### src/hw/rcsc_pkg.sv
// Purpose: constants and types for the regulator and clock source control block
// Assumes: AXI4-Lite register access, 32-bit data, one aligned word per register
// Notes: Behaviour list below
//
// Behaviour
// - control word bits 15:2 reserved, read zero
// - bit 1 selects core level 1.3/1.05 V
// - bit 0 enables usb regulator, else hi-z
// - power-down kills all; else strap and enable
// - clock reference chosen by clock-select strap
// - strap high bypasses generator, external clock direct
// - rtc oscillator off blocks rtc registers
// - reset switches every peripheral clock off
// - gate, soft-reset counter, reset control registers
// - usb oscillator runs with both disables clear
// - reset defaults core level to 1.3 V
// - reset defaults usb regulator disabled
// - regulators return only on wakeup events
package rcsc_pkg;
	// ****************************************************************
	// register map
	// ****************************************************************
	localparam logic [15:0] regulator_control_off = 16'h7004;
	localparam logic [15:0] peripheral_clock_gate_1_off = 16'h7010;
	localparam logic [15:0] peripheral_clock_gate_2_off = 16'h7014;
	localparam logic [15:0] peripheral_soft_reset_counter_off = 16'h7018;
	localparam logic [15:0] peripheral_reset_control_off = 16'h701C;
	localparam logic [15:0] usb_system_control_off = 16'h7020;
	localparam logic [15:0] rtc_power_management_off = 16'h7024;
	localparam logic [15:0] status_off = 16'h7028;
	// ****************************************************************
	// fields and reset values
	// ****************************************************************
	localparam int core_voltage_bit = 1;
	localparam int usb_enable_bit = 0;
	localparam int usb_osc_disable_bit = 0;
	localparam int usb_osc_bias_disable_bit = 1;
	localparam int bandgap_pd_bit = 0;
	localparam int regulators_pd_bit = 1;
	localparam logic [1:0] regulator_control_rst = 2'h0;
	localparam logic [15:0] clock_gate_rst = 16'hFFFF;
	localparam logic [1:0] usb_system_control_rst = 2'h3;
	localparam logic [1:0] axi_okay = 2'h0;
	localparam logic [1:0] axi_slverr = 2'h2;

	typedef struct packed {
		logic analog_on;
		logic core_on;
		logic usb_on;
		logic core_low_voltage;
	} rcsc_regulator_type;
endpackage

### src/hw/rcsc_top.sv
// Purpose: regulator enables, clock source select, peripheral clock and reset control
// Assumes: all pin inputs synchronous to clk_in; wake inputs already enabled upstream
// Notes: clock gate bits set means clock stopped; reset control bit set holds reset
`timescale 1ns/100ps
module rcsc_top #(
	parameter int periph_count = 16
) (
	input wire logic clk_in,
	input wire logic rstn_in,
	input wire logic [15:0] s_axi_awaddr_in,
	input wire logic s_axi_awvalid_in,
	output logic s_axi_awready_out,
	input wire logic [31:0] s_axi_wdata_in,
	input wire logic [3:0] s_axi_wstrb_in,
	input wire logic s_axi_wvalid_in,
	output logic s_axi_wready_out,
	output logic [1:0] s_axi_bresp_out,
	output logic s_axi_bvalid_out,
	input wire logic s_axi_bready_in,
	input wire logic [15:0] s_axi_araddr_in,
	input wire logic s_axi_arvalid_in,
	output logic s_axi_arready_out,
	output logic [31:0] s_axi_rdata_out,
	output logic [1:0] s_axi_rresp_out,
	output logic s_axi_rvalid_out,
	input wire logic s_axi_rready_in,
	input wire logic core_regulator_strap_in,
	input wire logic clock_select_strap_in,
	input wire logic rtc_oscillator_running_in,
	input wire logic wakeup_in,
	input wire logic rtc_alarm_in,
	input wire logic rtc_supply_cycled_in,
	output logic analog_regulator_on_out,
	output logic core_regulator_on_out,
	output logic core_regulator_low_voltage_out,
	output logic usb_regulator_output_out,
	output logic usb_regulator_output_oen_out,
	output logic reference_from_rtc_out,
	output logic generator_bypass_out,
	output logic usb_oscillator_run_out,
	output logic [2*periph_count-1:0] periph_clock_on_out,
	output logic [periph_count-1:0] periph_reset_out
);
	// ****************************************************************
	// block notes
	// ****************************************************************
	// register bus answers after one registered cycle per channel
	// awready and wready pulse, so back-to-back writes need a gap
	// only byte lanes 0 and 1 reach the 16-bit registers
	// upper byte lanes are ignored on every write
	// unmapped offsets answer slverr and change nothing
	// rtc power management gated by rtc oscillator status
	// power-down bits self-clear one clock after they are set
	// a write in the same cycle as that clear still lands
	// off latch cleared only by wake, alarm or rtc supply cycle
	// wake beats a new power-down request in the same cycle
	// core regulator strap expected static, sampled every cycle
	// clock-select strap captured once, on first edge after reset
	// a later strap change has no effect until the next reset
	// gate bit set stops that clock; reset leaves all stopped
	// reset control bit set holds that peripheral in reset
	// soft reset counter counts down once per clock
	// any nonzero count holds every peripheral reset
	// status word is read only; writes answer okay, no effect
	// regulator outputs lag their inputs by one clock
	// usb pin enable is active low, high while regulator is off
	// usb oscillator runs only with both disable bits clear
	// clock-on outputs: two bits per peripheral reset bit
	// every output port comes from its own flop
	// no long counters: settling waits belong to software

	// ****************************************************************
	// state
	// ****************************************************************
	logic [1:0] regctl_q, regctl_d;
	logic [15:0] gate1_q, gate1_d, gate2_q, gate2_d;
	logic [15:0] src_count_q, src_count_d;
	logic [15:0] peripheral_reset_control_q, peripheral_reset_control_d;
	logic [1:0] usb_system_control_q, usb_system_control_d;
	logic [1:0] rtcpm_q, rtcpm_d;
	logic off_q, off_d;
	logic aw_q, w_q;
	logic [15:0] awaddr_q;
	logic [31:0] wdata_q;
	logic [3:0] wstrb_q;
	logic clk_sel_q;
	logic first_q;
	rcsc_pkg::rcsc_regulator_type reg_q, reg_d;
	logic [2*periph_count-1:0] clk_on_q;
	logic [periph_count-1:0] prst_q;
	// pin-level flops for enable, reference and oscillator outputs
	logic oen_q, ref_q, osc_run_q;

	// ****************************************************************
	// write path decode
	// ****************************************************************
	wire do_write = aw_q & w_q & ~s_axi_bvalid_out;
	wire wr_lo = do_write & wstrb_q[0];
	wire wr_hi = do_write & wstrb_q[1];
	wire hit_reg = awaddr_q == rcsc_pkg::regulator_control_off;
	wire hit_g1 = awaddr_q == rcsc_pkg::peripheral_clock_gate_1_off;
	wire hit_g2 = awaddr_q == rcsc_pkg::peripheral_clock_gate_2_off;
	wire hit_src = awaddr_q == rcsc_pkg::peripheral_soft_reset_counter_off;
	wire hit_prc = awaddr_q == rcsc_pkg::peripheral_reset_control_off;
	wire hit_usb = awaddr_q == rcsc_pkg::usb_system_control_off;
	wire hit_rtc = awaddr_q == rcsc_pkg::rtc_power_management_off;
	wire hit_sta = awaddr_q == rcsc_pkg::status_off;
	wire rtc_ok = rtc_oscillator_running_in;
	wire wr_known = hit_reg | hit_g1 | hit_g2 | hit_src | hit_prc | hit_usb | (hit_rtc & rtc_ok) | hit_sta;
	wire [15:0] wd = {wr_hi ? wdata_q[15:8] : 8'h00, wr_lo ? wdata_q[7:0] : 8'h00};
	wire [15:0] wm = {{8{wr_hi}}, {8{wr_lo}}};
	// writes above bit 1 are dropped, bits read as zero
	assign regctl_d = (wr_lo & hit_reg) ? wd[1:0] : regctl_q;
	assign gate1_d = hit_g1 ? (gate1_q & ~wm) | wd : gate1_q;
	assign gate2_d = hit_g2 ? (gate2_q & ~wm) | wd : gate2_q;
	assign peripheral_reset_control_d = hit_prc ? (peripheral_reset_control_q & ~wm) | wd : peripheral_reset_control_q;
	assign usb_system_control_d = (wr_lo & hit_usb) ? wd[1:0] : usb_system_control_q;
	// a software write wins over the self-clear of the same cycle
	wire rtc_wr = wr_lo & hit_rtc & rtc_ok;
	assign rtcpm_d = rtc_wr ? wd[1:0] : (pd_req ? 2'h0 : rtcpm_q);
	// soft reset counter: loaded value counts down, resets held while nonzero
	assign src_count_d = (hit_src & (wr_lo | wr_hi)) ? (src_count_q & ~wm) | wd :
		(src_count_q != 16'h0000) ? src_count_q - 16'h0001 : src_count_q;

	// ****************************************************************
	// power-down latch and regulator decode
	// ****************************************************************
	wire pd_req = rtcpm_q[rcsc_pkg::bandgap_pd_bit] | rtcpm_q[rcsc_pkg::regulators_pd_bit];
	wire wake = wakeup_in | rtc_alarm_in | rtc_supply_cycled_in;
	assign off_d = wake ? 1'b0 : (pd_req ? 1'b1 : off_q);
	assign reg_d.analog_on = ~off_d;
	assign reg_d.core_on = ~off_d & ~core_regulator_strap_in;
	assign reg_d.usb_on = ~off_d & regctl_q[rcsc_pkg::usb_enable_bit];
	assign reg_d.core_low_voltage = regctl_q[rcsc_pkg::core_voltage_bit];
	wire [31:0] gate_all = {gate2_q, gate1_q};
	wire soft_rst = src_count_q != 16'h0000;
	// oscillator runs with both disable bits clear
	wire osc_enable = ~usb_system_control_q[rcsc_pkg::usb_osc_disable_bit] & ~usb_system_control_q[rcsc_pkg::usb_osc_bias_disable_bit];

	// ****************************************************************
	// read path
	// ****************************************************************
	wire [15:0] status_word = {10'h000, first_q, off_q, rtc_ok, clk_sel_q, reg_q.core_on, reg_q.analog_on};
	wire [15:0] rd_mux =
		(s_axi_araddr_in == rcsc_pkg::regulator_control_off) ? {14'h0000, regctl_q} :
		(s_axi_araddr_in == rcsc_pkg::peripheral_clock_gate_1_off) ? gate1_q :
		(s_axi_araddr_in == rcsc_pkg::peripheral_clock_gate_2_off) ? gate2_q :
		(s_axi_araddr_in == rcsc_pkg::peripheral_soft_reset_counter_off) ? src_count_q :
		(s_axi_araddr_in == rcsc_pkg::peripheral_reset_control_off) ? peripheral_reset_control_q :
		(s_axi_araddr_in == rcsc_pkg::usb_system_control_off) ? {14'h0000, usb_system_control_q} :
		(s_axi_araddr_in == rcsc_pkg::rtc_power_management_off) ? {14'h0000, rtcpm_q} :
		status_word;
	wire rd_known = (s_axi_araddr_in == rcsc_pkg::regulator_control_off) |
		(s_axi_araddr_in == rcsc_pkg::peripheral_clock_gate_1_off) |
		(s_axi_araddr_in == rcsc_pkg::peripheral_clock_gate_2_off) |
		(s_axi_araddr_in == rcsc_pkg::peripheral_soft_reset_counter_off) |
		(s_axi_araddr_in == rcsc_pkg::peripheral_reset_control_off) |
		(s_axi_araddr_in == rcsc_pkg::usb_system_control_off) |
		((s_axi_araddr_in == rcsc_pkg::rtc_power_management_off) & rtc_ok) |
		(s_axi_araddr_in == rcsc_pkg::status_off);
	wire rd_take = s_axi_arvalid_in & s_axi_arready_out;

	// ****************************************************************
	// write channel handshakes
	// ****************************************************************
	always_ff @(posedge clk_in) begin
		if (!rstn_in) begin
			aw_q <= 1'b0;
			w_q <= 1'b0;
			awaddr_q <= 16'h0000;
			wdata_q <= 32'h0000_0000;
			wstrb_q <= 4'h0;
			s_axi_awready_out <= 1'b0;
			s_axi_wready_out <= 1'b0;
			s_axi_bvalid_out <= 1'b0;
			s_axi_bresp_out <= rcsc_pkg::axi_okay;
		end else begin
			s_axi_awready_out <= ~aw_q & ~s_axi_awready_out & ~s_axi_bvalid_out;
			s_axi_wready_out <= ~w_q & ~s_axi_wready_out & ~s_axi_bvalid_out;
			if (s_axi_awvalid_in & s_axi_awready_out) begin
				aw_q <= 1'b1;
				awaddr_q <= s_axi_awaddr_in;
			end
			if (s_axi_wvalid_in & s_axi_wready_out) begin
				w_q <= 1'b1;
				wdata_q <= s_axi_wdata_in;
				wstrb_q <= s_axi_wstrb_in;
			end
			if (do_write) begin
				s_axi_bvalid_out <= 1'b1;
				s_axi_bresp_out <= wr_known ? rcsc_pkg::axi_okay : rcsc_pkg::axi_slverr;
				aw_q <= 1'b0;
				w_q <= 1'b0;
			end else if (s_axi_bvalid_out & s_axi_bready_in) begin
				s_axi_bvalid_out <= 1'b0;
			end
		end
	end

	// read channel, one-cycle answer
	always_ff @(posedge clk_in) begin
		if (!rstn_in) begin
			s_axi_arready_out <= 1'b0;
			s_axi_rvalid_out <= 1'b0;
			s_axi_rdata_out <= 32'h0000_0000;
			s_axi_rresp_out <= rcsc_pkg::axi_okay;
		end else begin
			s_axi_arready_out <= ~s_axi_rvalid_out & ~s_axi_arready_out & ~rd_take;
			if (rd_take) begin
				s_axi_rvalid_out <= 1'b1;
				s_axi_rdata_out <= rd_known ? {16'h0000, rd_mux} : 32'h0000_0000;
				s_axi_rresp_out <= rd_known ? rcsc_pkg::axi_okay : rcsc_pkg::axi_slverr;
			end else if (s_axi_rvalid_out & s_axi_rready_in) begin
				s_axi_rvalid_out <= 1'b0;
			end
		end
	end

	// control registers
	always_ff @(posedge clk_in) begin
		if (!rstn_in) begin
			regctl_q <= rcsc_pkg::regulator_control_rst;
			gate1_q <= rcsc_pkg::clock_gate_rst;
			gate2_q <= rcsc_pkg::clock_gate_rst;
			src_count_q <= 16'h0000;
			peripheral_reset_control_q <= 16'h0000;
			usb_system_control_q <= rcsc_pkg::usb_system_control_rst;
			rtcpm_q <= 2'h0;
			off_q <= 1'b0;
		end else begin
			regctl_q <= regctl_d;
			gate1_q <= gate1_d;
			gate2_q <= gate2_d;
			src_count_q <= src_count_d;
			peripheral_reset_control_q <= peripheral_reset_control_d;
			usb_system_control_q <= usb_system_control_d;
			// power-down request self-clears once latched
			rtcpm_q <= rtcpm_d;
			off_q <= off_d;
		end
	end

	// strap capture after release, registered outputs
	always_ff @(posedge clk_in) begin
		if (!rstn_in) begin
			first_q <= 1'b1;
			clk_sel_q <= 1'b0;
			reg_q <= '0;
			clk_on_q <= '0;
			prst_q <= '0;
		end else begin
			first_q <= 1'b0;
			if (first_q) begin
				clk_sel_q <= clock_select_strap_in;
			end
			reg_q <= reg_d;
			clk_on_q <= ~gate_all[2*periph_count-1:0];
			prst_q <= peripheral_reset_control_q[periph_count-1:0] | {periph_count{soft_rst}};
		end
	end

	// ****************************************************************
	// pin-level output flops
	// ****************************************************************
	// pin enable tracks the regulator flop, reference captures the strap once after reset
	always_ff @(posedge clk_in) begin
		if (!rstn_in) begin
			oen_q <= 1'b1;
			ref_q <= 1'b1;
			osc_run_q <= 1'b0;
		end else begin
			oen_q <= ~reg_d.usb_on;
			if (first_q) begin
				ref_q <= ~clock_select_strap_in;
			end
			osc_run_q <= osc_enable;
		end
	end

	// ****************************************************************
	// output drive
	// ****************************************************************
	assign analog_regulator_on_out = reg_q.analog_on;
	assign core_regulator_on_out = reg_q.core_on;
	assign core_regulator_low_voltage_out = reg_q.core_low_voltage;
	assign usb_regulator_output_out = reg_q.usb_on;
	assign usb_regulator_output_oen_out = oen_q;
	assign reference_from_rtc_out = ref_q;
	assign generator_bypass_out = clk_sel_q;
	assign usb_oscillator_run_out = osc_run_q;
	assign periph_clock_on_out = clk_on_q;
	assign periph_reset_out = prst_q;
endmodule

### config.mk
export PLATFORM = sky130hd
export DESIGN_NAME = rcsc_top
export DESIGN_NICKNAME = d
export VERILOG_FILES = /design/src/hw/rcsc_pkg.sv /design/src/hw/rcsc_top.sv
export SDC_FILE = /design/constraint.sdc
export NUM_CORES = 1
export LEC_CHECK = 0
export BUFFER_PORTS_ARGS = -buffer_cell sky130_fd_sc_hd__buf_2
export CAP_MARGIN = 10
export CORE_MARGIN = 2
export CORE_UTILIZATION = 40
export DETAILED_ROUTE_END_ITERATION = 10
export PLACE_DENSITY = 0.64
export SKIP_CTS_REPAIR_TIMING = 1
export SLEW_MARGIN = 20
export SYNTH_ARGS = -nofsm -noshare
export SYNTH_HDL_FRONTEND = slang
export SYNTH_SLANG_ARGS = --single-unit
### constraint.sdc
create_clock -name clk_in -period 2.25 [get_ports clk_in]
set_input_delay 0.45 -clock clk_in [delete_from_list [all_inputs] [get_ports clk_in]]
set_output_delay 0.45 -clock clk_in [all_outputs]
set_load 0.005 [all_outputs]
==> flow_metrics.tcl, run 1 <==
set metrics [dict create \
    reg2reg_depth 6 \
    grt_max_degree 60 \
    crit_path_end_kind "flip-flop" \
    synthFlopType "dfxtp_1" \
    synthXorXnorAreaFrac 0 \
    p_leak_nw 4.022 \
    yosysSeqAreaShare 0.5029 \
    failed_checks "setup timing" \
    initial_core_util 0.4116 \
    power.total_mw 8.243 \
    worstSetupPathType "flip-flop to flip-flop" \
    dr.pass1.iters 5 \
    track_usage 0.1966 \
    tightest_slew_ns 0.5952 \
    rsz0062_at_grt "true" \
    finClkSkew_ns 0.009343 \
    relSlewSlack 0.6022 \
    use_met2 0.3037 \
    final_hold_viol_count 0 \
    hold_depth 2 \
    layout_common_cells "186 x dfxtp_1, 148 x nand2_1, 141 x buf_2" \
    die_x_um 140.4 \
    synthToLayoutAreaGrowth_pct 25.58 \
    drc 0 \
    layoutNonFillerInstCount 1270 \
    use_met3 0.04991 \
    finalCritPeriodShare 1.032 \
    reg2reg_setup_slack_ns -0.07 \
    num_antenna_cells 0 \
    p_per_area_nw_per_um2 881.7 \
    avgViaCountPerCell 5.144 \
    drt-total-wl_mm 19.51 \
    synthSimpleGateAreaFrac 0.2244 \
    yosys_register_bits 187 \
    ys_warn_count 0 \
    synthAdderAreaFrac 0.003361 \
    dr_total_vias 6533 \
    grtUsageMet1 0.2717 \
    globalRouteOverflowTotal 0 \
    antenna_found_initial 0 \
    io_buffers 141 \
    startpoint_type "flip-flop" \
    wl_per_cell_um 15.36 \
    die_y_um 140.4 \
    irDropWorstVdd_mv 0.5838 \
    synthMuxAreaShare 0.09008 \
    finalMaxSlewViolations 0 \
    grt_pass1_vias 6013 \
    avgSynthCellArea_um2 8.779 \
    ys_async_sr_fraction 0 \
    status "complete, but fails checks" \
    drtIter0Drc 385 \
    holdCritStartpoint "core_regulator_strap_in" \
    synthCells 848 \
    die_area_um2 19720 \
    gp_congestion 0.8499 \
    hold_path.class "input pin to flip-flop" \
    setup-violations-final 22 \
    timing.fmax_mhz 430.5 \
    cts_tree "done" \
    cts_made_buffers 17 \
    place_inst 1235 \
    fin_setup_tns_ns -1.053 \
    cts.clk_slew.worst_paths_ns 0.07 \
    maxCapViolCount 0 \
    drive_above_1_share 0.2632 \
    layout_commonest_cell "dfxtp_1" \
    fin_util 0.5169 \
    arrival_ns 2.68 \
    core_um2 18090 \
    required_ns 2.61 \
    clockBufferDepth 2 \
    setup_ws_ns -0.07293 \
    synth.distinct_cells 66 \
    min_to "core_regulator_on_out" \
    fin_crit_ns 2.323 \
    synth_edf_count 0 \
    synth_compound_area_frac 0.1334 \
    root_buffer "clkbuf_16" \
    row_count 49 \
    whs_ns 0.1701 \
    hpwl_mm 14.31 \
    grt-busiest-layer "met2" \
    htreeDepth 4 \
    nets 1111 \
    cp_max_fo 10 \
    synth_area_um2 7445 \
    grt_pass1_wl_mm 30.77 \
    pin_count 178 \
    synth_top_family_by_area "simple AND/OR/NAND/NOR gates" \
    clock_latency_ns 0.44 \
    postRouteAntennaNets 0 \
    cts_sinks 187 \
]
-- final cells by class --
cell class / count / area (um2)
multi-input cells: 608 / 3480
well taps: 229 / 286.5
clock buffers: 17 / 425.4
fillers: 1732 / 8737
flip-flops and latches: 187 / 3745
clock inverters: 15 / 170.2
repair buffers: 203 / 1200
inverters: 11 / 42.54
-- cells in the mapped netlist, types with 3 or more instances --
cell type | instances | area (um2)
buf_4 | 18 | 135.1
inv_1 | 11 | 41.29
or3_1 | 9 | 56.30
a21o_1 | 3 | 22.52
or4_1 | 7 | 52.55
o311ai_0 | 5 | 43.79
o21ai_0 | 30 | 150.1
nor2_1 | 121 | 454.2
nor2b_1 | 6 | 37.54
nor3_2 | 3 | 30.03
and2_1 | 7 | 43.79
dfxtp_1 | 187 | 3744
o22ai_1 | 14 | 87.58
a21boi_0 | 3 | 22.52
nor4_1 | 9 | 56.30
nand3_1 | 11 | 55.05
clkbuf_1 | 38 | 142.6
a2111oi_0 | 3 | 26.28
a21oi_1 | 51 | 255.2
nand4_1 | 4 | 25.02
nor3_1 | 18 | 90.09
a221oi_1 | 13 | 113.9
a32o_1 | 3 | 30.03
mux2_2 | 6 | 67.56
a211oi_1 | 3 | 22.52
mux2i_1 | 58 | 580.6
nand2_1 | 149 | 559.3
nand2b_1 | 6 | 37.54
-- power by group --
group,switching (mW),internal [mW]
clock,1.46,1.50
combinational,0.833,0.744
sequential,0.168,3.54
-- per-stage QoR --
stage / setup slack [ns] / area (um2)
finish: -0.07293 / 9349
global route: -0.1577 / 9349
CTS: -0.09382 / 9276
detailed placement: -0.2328 / 8681
global placement: -0.3051 / 8681
floorplan: -0.04978 / 7517
-- worst max-delay path by stage --
| stage | slack, ns | to |
|---|---|---|
| floorplan | -0.05 | flip-flop |
| global placement | -0.31 | s_axi_rdata_out[0] |
| detailed placement | -0.23 | s_axi_rdata_out[0] |
| CTS | -0.09 | flip-flop |
| global route | -0.16 | flip-flop |
| finish | -0.07 | flip-flop |
-- layer usage --
metal  part of all wire  up-vias
met1               0.48     3027
li1                   -     3283
met3              0.057       23
met5                  0        -
met4              0.012        0
met2               0.45      200
-- critical path, stage by stage, from the launching register on --
cell,delay [ns]
dfxtp_2,0.33
or4_4,0.51
or3_4,0.40
or4_4,0.50
nand2_4,0.15
o311ai_0,0.15
a21oi_1,0.20
-- cells by family (layout without fill, tap and decap cells) --
family,Yosys count,in the layout
AO/OA/AOI/OAI,154,154
adder cells (fa/ha/maj),2,2
buffers and inverters,70,246
flip-flops,187,187
multiplexers,65,65
other,1,18
AND/OR/NAND/NOR,369,369
No activity file was read; power rests on OpenSTA's default activity.
==> run 2, diff against run 1 <==
- SKIP_LAST_GASP: default -> 1
==> flow_metrics.tcl, run 2 (synthesized netlist as in run 1, its figures left out) <==
set metrics [dict create \
    status "complete, but fails checks" \
    failed_checks "setup timing" \
    power.total_mw 8.223 \
    p_per_area_nw_per_um2 880.5 \
    critPathMaxStageDelay_ns 0.53 \
    wl_per_cell_um 15.34 \
    cts_tree "done" \
    arrival_ns 2.64 \
    io_buffers 141 \
    path_buf_inv 2 \
    antenna_found_initial 0 \
    place_inst 1235 \
    tightest_slew_ns 0.5928 \
    setup-violations-final 21 \
    clock_latency_ns 0.44 \
    finalCritPeriodShare 1.026 \
    critPathSlowestCell "or4_4" \
    avgViaCountPerCell 5.135 \
    pre_cts_ws_ns -0.2328 \
    cp_max_fo 6 \
    gp_congestion 0.8499 \
    hpwl_mm 14.31 \
    startpoint_type "flip-flop" \
    htreeDepth 4 \
    initial_core_util 0.4116 \
    drtIter0Drc 367 \
    crit_path_end_kind "flip-flop" \
    globalRouteOverflowTotal 0 \
    finClkSkew_ns 0.009710 \
    finalMaxSlewViolations 0 \
    crit_family "simple AND/OR/NAND/NOR gates" \
    num_antenna_cells 0 \
    layoutNonFillerInstCount 1270 \
    whs_ns 0.1686 \
    drive_above_1_share 0.2613 \
    dr_total_vias 6522 \
    row_count 49 \
    p_leak_nw 4.021 \
    grt_pass1_vias 6013 \
    relSlewSlack 0.6039 \
    synthToLayoutAreaGrowth_pct 25.45 \
    grt_pass1_wl_mm 30.77 \
    root_buffer "clkbuf_16" \
    crit_chain "or4_4 -> or3_4 -> or4_4 -> buf_4 -> buf_4 -> nor2_2 -> nor2_1" \
    track_usage 0.1966 \
    die_y_um 140.4 \
    grt_max_degree 60 \
    nets 1111 \
    drt-total-wl_mm 19.48 \
    cts_made_buffers 17 \
    fin_setup_tns_ns -0.8098 \
    required_ns 2.58 \
    setup_ws_ns -0.05870 \
    rsz0062_at_grt "true" \
    maxCapViolCount 0 \
    die_area_um2 19720 \
    core_um2 18090 \
    clockBufferDepth 2 \
    fin_crit_ns 2.309 \
    timing.fmax_mhz 433.1 \
    irDropWorstVdd_mv 0.5836 \
    cts_sinks 187 \
    die_x_um 140.4 \
    postRouteAntennaNets 0 \
    layout_common_cells "186 x dfxtp_1, 148 x nand2_1, 141 x buf_2" \
    pin_count 178 \
    hold_path.class "input pin to flip-flop" \
    worstSetupPathType "flip-flop to flip-flop" \
    final_hold_viol_count 0 \
    drc 0 \
    layout_commonest_cell "dfxtp_1" \
    cts.clk_slew.worst_paths_ns 0.08 \
    dr.pass1.iters 5 \
]
run 2: cell count changes in the layout (fill, tap and decap cells not counted):
cell	previous run	this run
nor4_2	3	2
a21oi_2	3	2
o21ai_1	3	1
nor4_1	6	7
a21oi_1	50	51
o21ai_0	28	30
run 2: path summary, 6_finish.rpt:
path                           start                 endpoint  slack (ns)  cells after the start
max                        flip-flop      periph_reset_out[6]       -0.06                      7
min          core_regulator_strap_in    core_regulator_on_out        0.17                      2
max reg2reg                flip-flop      periph_reset_out[6]       -0.06                      7
min reg2reg                flip-flop  periph_clock_on_out[17]        0.44                      1
run 2: power breakdown:
| group | internal (mW) | switching (mW) | total [mW] |
|---|---|---|---|
| clock | 1.50 | 1.46 | 2.95 |
| sequential | 3.54 | 0.167 | 3.71 |
| combinational | 0.737 | 0.822 | 1.56 |
run 2: stage by stage:
step / utilization / instance area [um2]
after floorplan: - / 7517
after global placement: 0.4800 / 8681
after detailed placement: 0.4800 / 8681
after CTS: 0.5129 / 9276
after global routing: 0.5164 / 9339
final: 0.5164 / 9339
run 2: worst reg2reg max path: stages, from the launching register on:
cell	delay (ns)
dfxtp_1	0.31
or4_4	0.53
or3_4	0.40
or4_4	0.50
buf_4	0.17
buf_4	0.15
nor2_2	0.09
nor2_1	0.05
run 2: area by class of cell:
class | count | area [um2]
clock inverter | 15 | 170.2
clock buffer | 17 | 425.4
tap | 229 | 286.5
timing repair buffer | 203 | 1200
multi-input combinational | 608 | 3470
sequential | 187 | 3745
inverter | 11 | 42.54
fill | 1733 | 8747
run 2: routing by layer:
metal	wire length [um]	global-route usage	vias up
met5	0	0	-
met4	244	0.05848	0
met3	1090	0.04991	21
met2	8767	0.3037	187
met1	9374	0.2717	3037
li1	-	-	3277
